<file path="src/gated_timer_pkg.sv">
// constants and register map of the gated sixteen-bit timer
package gated_timer_pkg;
    localparam int COUNT_WIDTH = 16;
    localparam int ADDR_WIDTH = 8;
    localparam int DATA_WIDTH = 32;
    localparam int PRESCALE_WIDTH = 3;

    localparam logic [7:0] OFF_COUNT_LOW = 8'h00;
    localparam logic [7:0] OFF_COUNT_HIGH = 8'h04;
    localparam logic [7:0] OFF_CONTROL = 8'h08;
    localparam logic [7:0] OFF_GATE = 8'h0c;
    localparam logic [7:0] OFF_INT_STATUS = 8'h10;
    localparam logic [7:0] OFF_INT_MASK = 8'h14;

    localparam int CTRL_ON_BIT = 0;
    localparam int CTRL_SYNC_DISABLE_BIT = 2;
    localparam int CTRL_OSC_ENABLE_BIT = 3;
    localparam int CTRL_PRESCALE_LSB = 4;
    localparam int CTRL_SOURCE_LSB = 6;
    localparam int GATE_LEVEL_BIT = 2;
    localparam int GATE_POLARITY_BIT = 6;
    localparam int GATE_ENABLE_BIT = 7;
    localparam int INT_OVERFLOW_BIT = 0;

    localparam logic [1:0] SRC_INSTRUCTION = 2'h0;
    localparam logic [1:0] SRC_SYSTEM = 2'h1;
    localparam logic [1:0] SRC_EXTERNAL = 2'h2;
    localparam logic [1:0] SRC_RESERVED = 2'h3;

    localparam logic [1:0] PHASE_LAST = 2'h3;
    localparam logic [COUNT_WIDTH-1:0] COUNT_RESET = 16'h0000;
    localparam logic [COUNT_WIDTH-1:0] COUNT_ALL_ONES = 16'hffff;
    localparam logic [7:0] CONTROL_RESET = 8'h00;
    localparam logic [7:0] GATE_RESET = 8'h00;
endpackage

</file>
<file path="src/gated_sixteen_bit_timer.sv">
// gated sixteen-bit timer with apb register slave and overflow interrupt
`timescale 1ns/1ps
module gated_sixteen_bit_timer
(
    input wire logic clk,
    input wire logic rst,
    input wire logic psel,
    input wire logic penable,
    input wire logic pwrite,
    input wire logic [gated_timer_pkg::ADDR_WIDTH-1:0] paddr,
    input wire logic [gated_timer_pkg::DATA_WIDTH-1:0] pwdata,
    output logic [gated_timer_pkg::DATA_WIDTH-1:0] prdata,
    output logic pready,
    output logic pslverr,
    input wire logic ext_count_pin,
    input wire logic crystal_in_pin,
    output logic crystal_out_pin,
    input wire logic gate_input,
    input wire logic sleep,
    output logic irq,
    output logic wakeup
);
    logic [gated_timer_pkg::COUNT_WIDTH-1:0] count;
    logic [1:0] clock_source_sel;
    logic [1:0] prescale_sel;
    logic crystal_osc_enable;
    logic sync_disable;
    logic counter_on;
    logic gate_enable;
    logic gate_polarity;
    logic overflow_flag;
    logic overflowMask;
    logic [gated_timer_pkg::PRESCALE_WIDTH-1:0] prescaleCount;
    logic [1:0] phase;
    logic extMeta;
    logic extSync;
    logic crystalMeta;
    logic crystalSync;
    logic gateMeta;
    logic gateSync;
    logic srcPrev;
    logic armed;
    logic extPending;

    logic accessDone;
    logic writeStrobe;
    logic writeLow;
    logic writeHigh;
    logic countWrite;
    logic externalSel;
    logic srcLevel;
    logic extRise;
    logic extFall;
    logic gateOpen;
    logic runEnable;
    logic sleepRun;
    logic srcTick;
    logic [gated_timer_pkg::PRESCALE_WIDTH-1:0] divideLast;
    logic scaledTick;
    logic overflowEvent;
    logic next_overflow_flag;

    function automatic logic hits(input logic [gated_timer_pkg::ADDR_WIDTH-1:0] addr,
                                  input logic [gated_timer_pkg::ADDR_WIDTH-1:0] offset);
        hits = (addr == offset);
    endfunction

    function automatic logic mapped(input logic [gated_timer_pkg::ADDR_WIDTH-1:0] addr);
        mapped = hits(addr, gated_timer_pkg::OFF_COUNT_LOW)
            || hits(addr, gated_timer_pkg::OFF_COUNT_HIGH)
            || hits(addr, gated_timer_pkg::OFF_CONTROL)
            || hits(addr, gated_timer_pkg::OFF_GATE)
            || hits(addr, gated_timer_pkg::OFF_INT_STATUS)
            || hits(addr, gated_timer_pkg::OFF_INT_MASK);
    endfunction

    assign accessDone = psel && penable && pready;
    assign writeStrobe = accessDone && pwrite && !pslverr;
    assign writeLow = writeStrobe && hits(paddr, gated_timer_pkg::OFF_COUNT_LOW);
    assign writeHigh = writeStrobe && hits(paddr, gated_timer_pkg::OFF_COUNT_HIGH);
    assign countWrite = writeLow || writeHigh;

    // two flops on every pin before use
    // gate level is read straight from these, with no further filtering
    always_ff @(posedge clk)
    begin
        if (rst)
        begin
            extMeta <= 1'b0;
            extSync <= 1'b0;
            crystalMeta <= 1'b0;
            crystalSync <= 1'b0;
            gateMeta <= 1'b0;
            gateSync <= 1'b0;
        end
        else
        begin
            extMeta <= ext_count_pin;
            extSync <= extMeta;
            crystalMeta <= crystal_in_pin;
            crystalSync <= crystalMeta;
            gateMeta <= gate_input;
            gateSync <= gateMeta;
        end
    end

    // crystal driver runs while enabled, sleep or not
    // plain inverted echo of the input; no analogue oscillator behind it
    always_ff @(posedge clk)
    begin
        if (rst)
            crystal_out_pin <= 1'b0;
        else
            crystal_out_pin <= crystal_osc_enable && !crystalSync;
    end

    // instruction clock phases, one instruction per four system clocks
    // runs free from reset, so instruction ticks keep one fixed alignment
    always_ff @(posedge clk)
    begin
        if (rst)
            phase <= 2'h0;
        else
            phase <= phase + 2'h1;
    end

    assign externalSel = (clock_source_sel == gated_timer_pkg::SRC_EXTERNAL);
    // pin or crystal chosen by oscillator enable
    assign srcLevel = crystal_osc_enable ? crystalSync : extSync;
    // rising edge of the external source
    assign extRise = externalSel && srcLevel && !srcPrev && armed;
    assign extFall = srcPrev && !srcLevel;
    assign gateOpen = (gateSync == gate_polarity);
    // only asynchronous external counting survives sleep
    assign sleepRun = !sleep || (externalSel && sync_disable);
    assign runEnable = counter_on && (!gate_enable || gateOpen) && sleepRun;

    always_ff @(posedge clk)
    begin
        if (rst)
            srcPrev <= 1'b0;
        else
            srcPrev <= srcLevel;
    end

    // falling edge arms the counter after enable, write or disable
    always_ff @(posedge clk)
    begin
        if (rst || !counter_on || countWrite)
            armed <= 1'b0;
        else if (externalSel && extFall)
            armed <= 1'b1;
    end

    // synchronised edges wait for the last instruction phase
    // dropping a pending edge on mode switch loses at most one count
    always_ff @(posedge clk)
    begin
        if (rst || !counter_on || countWrite || sync_disable || !externalSel)
            extPending <= 1'b0;
        // an edge on the last phase counts at once and must not pend too
        else if (phase == gated_timer_pkg::PHASE_LAST)
            extPending <= 1'b0;
        else if (extRise)
            extPending <= 1'b1;
    end

    always_comb
    begin
        srcTick = 1'b0;
        unique case (clock_source_sel)
            gated_timer_pkg::SRC_INSTRUCTION:
                srcTick = (phase == gated_timer_pkg::PHASE_LAST);
            gated_timer_pkg::SRC_SYSTEM:
                srcTick = 1'b1;
            gated_timer_pkg::SRC_EXTERNAL:
                srcTick = sync_disable ? extRise
                    : ((extPending || extRise) && phase == gated_timer_pkg::PHASE_LAST);
            gated_timer_pkg::SRC_RESERVED:
                srcTick = 1'b0;
        endcase
    end

    // divide by one, two, four or eight
    assign divideLast = gated_timer_pkg::PRESCALE_WIDTH'((1 << prescale_sel) - 1);
    assign scaledTick = srcTick && runEnable && (prescaleCount == divideLast);

    // hidden prescaler cleared by count writes
    // restarting the divide keeps the first tick after a write a full period away
    always_ff @(posedge clk)
    begin
        if (rst || countWrite)
            prescaleCount <= '0;
        else if (srcTick && runEnable)
            prescaleCount <= (prescaleCount == divideLast) ? '0
                : prescaleCount + gated_timer_pkg::PRESCALE_WIDTH'(1);
    end

    // byte writes replace the live value and win over an increment
    // writing while running drops the same-cycle increment and restarts the prescaler; stop the counter first
    always_ff @(posedge clk)
    begin
        if (rst)
            count <= gated_timer_pkg::COUNT_RESET;
        else if (countWrite)
        begin
            if (writeLow)
                count[7:0] <= pwdata[7:0];
            if (writeHigh)
                count[15:8] <= pwdata[7:0];
        end
        else if (scaledTick)
            count <= count + gated_timer_pkg::COUNT_WIDTH'(1);
    end

    // wrap sets the flag; a new wrap beats a same-cycle clear
    assign overflowEvent = scaledTick && !countWrite
        && (count == gated_timer_pkg::COUNT_ALL_ONES);

    always_comb
    begin
        next_overflow_flag = overflow_flag;
        if (writeStrobe && hits(paddr, gated_timer_pkg::OFF_INT_STATUS)
            && pwdata[gated_timer_pkg::INT_OVERFLOW_BIT])
            next_overflow_flag = 1'b0;
        if (overflowEvent)
            next_overflow_flag = 1'b1;
    end

    always_ff @(posedge clk)
    begin
        if (rst)
            overflow_flag <= 1'b0;
        else
            overflow_flag <= next_overflow_flag;
    end

    // unmasked overflow raises the interrupt and wakes from sleep
    // follows the stored flag one cycle behind, so a clear drops irq one edge after the write
    always_ff @(posedge clk)
    begin
        if (rst)
        begin
            irq <= 1'b0;
            wakeup <= 1'b0;
        end
        else
        begin
            irq <= overflow_flag && overflowMask;
            wakeup <= sleep && overflow_flag && overflowMask;
        end
    end

    // control, gate and interrupt mask registers
    always_ff @(posedge clk)
    begin
        if (rst)
        begin
            clock_source_sel <= gated_timer_pkg::CONTROL_RESET[7:6];
            prescale_sel <= gated_timer_pkg::CONTROL_RESET[5:4];
            crystal_osc_enable <= 1'b0;
            sync_disable <= 1'b0;
            counter_on <= 1'b0;
            gate_enable <= 1'b0;
            gate_polarity <= 1'b0;
            overflowMask <= 1'b0;
        end
        else if (writeStrobe)
        begin
            if (hits(paddr, gated_timer_pkg::OFF_CONTROL))
            begin
                clock_source_sel <= pwdata[gated_timer_pkg::CTRL_SOURCE_LSB +: 2];
                prescale_sel <= pwdata[gated_timer_pkg::CTRL_PRESCALE_LSB +: 2];
                crystal_osc_enable <= pwdata[gated_timer_pkg::CTRL_OSC_ENABLE_BIT];
                sync_disable <= pwdata[gated_timer_pkg::CTRL_SYNC_DISABLE_BIT];
                counter_on <= pwdata[gated_timer_pkg::CTRL_ON_BIT];
            end
            if (hits(paddr, gated_timer_pkg::OFF_GATE))
            begin
                gate_enable <= pwdata[gated_timer_pkg::GATE_ENABLE_BIT];
                gate_polarity <= pwdata[gated_timer_pkg::GATE_POLARITY_BIT];
            end
            if (hits(paddr, gated_timer_pkg::OFF_INT_MASK))
                overflowMask <= pwdata[gated_timer_pkg::INT_OVERFLOW_BIT];
        end
    end

    // one wait state: pready rises in the second access cycle
    // unmapped offsets answer with pslverr and change no register
    always_ff @(posedge clk)
    begin
        if (rst)
        begin
            pready <= 1'b0;
            pslverr <= 1'b0;
        end
        else
        begin
            pready <= psel && penable && !pready;
            pslverr <= psel && penable && !pready && !mapped(paddr);
        end
    end

    // reads sample the live count with no side effect
    always_ff @(posedge clk)
    begin
        if (rst)
            prdata <= '0;
        else if (psel && penable && !pready && !pwrite)
        begin
            prdata <= '0;
            if (hits(paddr, gated_timer_pkg::OFF_COUNT_LOW))
                prdata[7:0] <= count[7:0];
            if (hits(paddr, gated_timer_pkg::OFF_COUNT_HIGH))
                prdata[7:0] <= count[15:8];
            if (hits(paddr, gated_timer_pkg::OFF_CONTROL))
            begin
                prdata[gated_timer_pkg::CTRL_SOURCE_LSB +: 2] <= clock_source_sel;
                prdata[gated_timer_pkg::CTRL_PRESCALE_LSB +: 2] <= prescale_sel;
                prdata[gated_timer_pkg::CTRL_OSC_ENABLE_BIT] <= crystal_osc_enable;
                prdata[gated_timer_pkg::CTRL_SYNC_DISABLE_BIT] <= sync_disable;
                prdata[gated_timer_pkg::CTRL_ON_BIT] <= counter_on;
            end
            if (hits(paddr, gated_timer_pkg::OFF_GATE))
            begin
                prdata[gated_timer_pkg::GATE_ENABLE_BIT] <= gate_enable;
                prdata[gated_timer_pkg::GATE_POLARITY_BIT] <= gate_polarity;
                prdata[gated_timer_pkg::GATE_LEVEL_BIT] <= gateSync;
            end
            if (hits(paddr, gated_timer_pkg::OFF_INT_STATUS))
                prdata[gated_timer_pkg::INT_OVERFLOW_BIT] <= overflow_flag;
            if (hits(paddr, gated_timer_pkg::OFF_INT_MASK))
                prdata[gated_timer_pkg::INT_OVERFLOW_BIT] <= overflowMask;
        end
    end
endmodule

</file>
<file path="config.mk">
export PLATFORM = sky130hd
export DESIGN_NAME = gated_sixteen_bit_timer
export DESIGN_NICKNAME = d
export VERILOG_FILES = /design/src/gated_timer_pkg.sv /design/src/gated_sixteen_bit_timer.sv
export SDC_FILE = /design/constraint.sdc
export NUM_CORES = 1
export LEC_CHECK = 0
export BUFFER_PORTS_ARGS = -buffer_cell sky130_fd_sc_hd__clkbuf_2
export CAP_MARGIN = 10
export CORE_ASPECT_RATIO = 0.8
export CORE_MARGIN = 10
export CORE_UTILIZATION = 52
export DETAILED_ROUTE_END_ITERATION = 6
export GPL_ROUTABILITY_DRIVEN = 0
export HOLD_SLACK_MARGIN = 0.05
export PLACE_DENSITY = 0.79
export SKIP_LAST_GASP = 1
export SYNTH_ARGS = -nofsm -noshare
export SYNTH_HDL_FRONTEND = slang
export SYNTH_SLANG_ARGS = --single-unit
export TNS_END_PERCENT = 30
</file>
<file path="constraint.sdc">
create_clock -name clk -period 3.3 [get_ports clk]
set_input_delay 0.33 -clock clk [delete_from_list [all_inputs] [get_ports clk]]
set_output_delay 0.33 -clock clk [all_outputs]
set_load 0.02 [all_outputs]
</file>
==> impl_metrics.csv <==
group,metric,value,unit
power,irDropWorstVdd,0.188,mV
job,maxCapViolCount,0,
grt,maximum_number_of_pins_on_one_net_before_global_route_repair,30,
drt,wire_per_inst,16.4,um
final_layout,area_used_by_multi_input_combinational_logic,0.00164,sq mm
sta,setup_repair_after_global_routing_missed_its_margin,"no",
setup_path,worst-setup-path-type,"reg2reg",
drt,drcViolationCount,0,
min_path,worst_hold_start,"ext_count_pin",
floorplanning,fp-row-count,24,
yosys,seq_area_frac_synth,37.0,%
final_layout,seqCellArea,0.00108,sq mm
floorplanning,floorplan.die_area,0.00904,sq mm
min_path,min-delay-path-class,"in2reg",
sta,period_minus_slack,2.60,ns
drt,antenna_violating_nets_left,0,
final_layout,layout_stage_area_growth_over_the_synthesis_result,7.23,%
yosys,syn-cell-area,0.00292,sq mm
setup_path,crit_path_max_fanout,8,
cts,cts-htree-levels,2,
final_layout,fill_cells,511,
grt,grt_pass1_wl,11800,um
yosys,synthDistinctLibCells,57,
place,place.port_buffers,37,
setup_path,rr_endpoint,"count[5]$_SDFFE_PP0P_",
sta,fin_crit_sh,78.9,%
sta,timing_worst_slew_pin_value,0.614,ns
final_layout,antenna-diode-count,0,
final_layout,finish.utilization,57.7,%
sta,worst_slack_on_hold_paths,0.224,ns
floorplanning,initial_util,53.8,%
setup_path,crit_cells,6,
cts,clkSinkCount,54,
yosys,synth_cells,338,
drt,routed_wirelength,7300,um
sta,worst_slew_margin,58.5,%
floorplanning,dieHeight,87.1,um
cts,cts_max_path_buffers,2,
yosys,yosysWarnings,0,
setup_path,critical_path.startpoint_type,"flip-flop",
setup_path,timing.critical_path.required,3.54,ns
setup_path,reg2reg_setup_slack,0.70,ns
yosys,dominant_synthesized_flop_cell,"dfxtp_1",
cts,insertion_delay,0.32,ns
drt,vias,2589,
sta,number_of_hold_violations_in_the_final_report,0,
setup_path,cp_num_buf_inv,0,
setup_path,cp_top_family,"simple AND/OR/NAND/NOR gates",
final_layout,final_common_cell,"dfxtp_1",
grt,gr-total-overflow,0,
cts,path_clk_slew,0.10,ns
setup_path,worst-endpoint-arrival,2.85,ns
floorplanning,fp.dieW,104,um
setup_path,critical-path-max-stage-delay,0.56,ns
sta,fin_setup_tns,0,ns
drt,vias_per_cell,5.83,
grt,gr-usage-all-layers,15.7,%
cts,postCtsSetupBuffers,0,
drt,drt-initial-drc-count,250,
place,detailedPlacementHpwl,5470,um
yosys,ys_async_sr_fraction,0,%
min_path,worstHoldEndpoint,"extMeta$_SDFF_PP0_",
cts,cts_root_buffer,"clkbuf_8",
floorplanning,pin_count,86,
floorplanning,placeableCoreArea,0.00544,sq mm
min_path,min_path_cells,2,
yosys,synth_edf_count,0,
cts,cts.hold.buffers_added,0,
cts,cts_repair_resize_count,0,
cts,cts_tree,"built",
final_layout,nNetsFinal,418,
yosys,postSynthRegisterBits,54,
sta,finalSetupViolations,0,
cts,numCtsBuffers,5,
drt,dr.pass1.iters,5,
power,power.density,363,mW/mm^2
setup_path,r2r.worst_path.cells,6,
setup_path,regToRegStartpoint,"clock_source_sel[0]$_SDFFE_PP0P_",
sta,achievable-frequency,384,MHz
sta,timing.final.ws_setup,0.695,ns
power,leakagePower,1.25,nW
setup_path,launching_instance_or_port_of_the_critical_path,"clock_source_sel[0]$_SDFFE_PP0P_",
final_layout,layout_cell_share_with_drive_strength_beyond_1,15.8,%
grt,number_of_antenna_violations_at_the_first_check_in_global_routing,0,
place,preCtsSetupSlack,0.550,ns
sta,drv_slew,0,
setup_path,slowest_stage,"or4_1",
final_layout,layout.cells.most_common_list,"dfxtp_1, clkbuf_2, nor2_1, conb_1, nand2_1",
setup_path,timing.critical_path.cells,"or3b_2, a21oi_1, o2111a_1, nand3_1, or4_1, a31oi_1",
grt,grt_pass1_vias,2382,
status,run_status,"completed",
setup_path,endpoint_kind,"flip-flop",
yosys,synthesized_area_per_cell,8.65,sq um
sta,final_setup_skew,0.00685,ns
## worst max-delay path by stage
stage | slack, ns | to
floorplan | 0.88 | count[1]$_SDFFE_PP0P_
global placement | 0.59 | count[1]$_SDFFE_PP0P_
detailed placement | 0.55 | count[1]$_SDFFE_PP0P_
CTS | 0.72 | count[5]$_SDFFE_PP0P_
global route | 0.53 | count[5]$_SDFFE_PP0P_
finish | 0.70 | count[5]$_SDFFE_PP0P_
## logic make-up after synthesis
kind of cell / after synthesis / synth area share [%]
other: 1 / 0.128
XOR/XNOR: 2 / 0.599
AND/OR/NAND/NOR: 138 / 25.5
flip-flops: 54 / 37.0
adder cells (fa/ha/maj): 3 / 1.28
AO/OA/AOI/OAI: 69 / 16.5
multiplexers: 22 / 9.03
buffers and inverters: 49 / 9.93
## state kept, by name (all words and copies together), names as in the netlist, 2 cells and up
| name | cells |
|---|---|
| count | 16 |
| prdata | 8 |
| prescaleCount | 3 |
| clock_source_sel | 2 |
| phase | 2 |
| prescale_sel | 2 |
## worst reg2reg max path: cells and delay by family, from the launching register on
family	cells	cell delay, ns
AOI/OAI and AO/OA	3	0.84
and+or+nand+nor	3	1.34
DFF	1	0.36
## through the flow
| stage | power (mW) | cell area, sq um | cells |
|---|---|---|---|
| 2_1_floorplan | 0.779 | 3010 | 361 |
| 3_3_place_gp | 0.786 | 3050 | 437 |
| 3_5_place_dp | 0.788 | 3050 | 437 |
| 4_1_cts | 1.14 | 3130 | 444 |
| 5_1_grt | 1.19 | 3130 | 444 |
| 6_report | 1.14 | 3130 | 444 |
## cell type report
| cell class | instances | area share [%] |
|---|---|---|
| Timing Repair Buffer | 40 | 6.63 |
| Multi-Input combinational cell | 258 | 52.3 |
| Clock buffer | 5 | 2.20 |
| Inverter | 7 | 0.838 |
| Tap cell | 78 | 3.11 |
| Sequential cell | 54 | 34.5 |
| Clock inverter | 2 | 0.479 |
## routing by layer
layer / wire length (um) / share of wire [%] / vias to the layer above / track usage [%]
li1: - / - / 1250 / -
met4: 73 / 1.0 / 0 / 4.16
met2: 3130 / 43 / 146 / 24.3
met5: 0 / 0 / - / 0
met3: 822 / 11 / 12 / 5.84
met1: 3280 / 45 / 1181 / 20.3
## cells in the mapped netlist (all sizes together) (5+ instances only)
cell type | number | area (sq um)
dfxtp | 54 | 1080
nor2 | 34 | 128
buf | 30 | 219
nand2 | 21 | 78.8
nand3 | 18 | 90.1
mux2i | 17 | 170
nor3 | 14 | 86.3
clkbuf | 12 | 45.0
a21oi | 10 | 50.1
nor2b | 10 | 62.6
o21ai | 10 | 50.1
a31oi | 9 | 62.6
o211ai | 9 | 67.6
or3 | 9 | 61.3
a22oi | 7 | 52.6
inv | 7 | 26.3
a21o | 5 | 37.5
nand3b | 5 | 37.5
## report_power, final
| part | internal, mW | leakage (nW) | switching [mW] | total [mW] |
|---|---|---|---|---|
| Combinational | 0.0305 | 0.772 | 0.0728 | 0.103 |
| Clock | 0.145 | 0.0362 | 0.218 | 0.363 |
| Sequential | 0.663 | 0.438 | 0.00911 | 0.672 |
| Total | 0.839 | 1.25 | 0.300 | 1.14 |
Note: power is estimated with default switching activity, not from simulation.
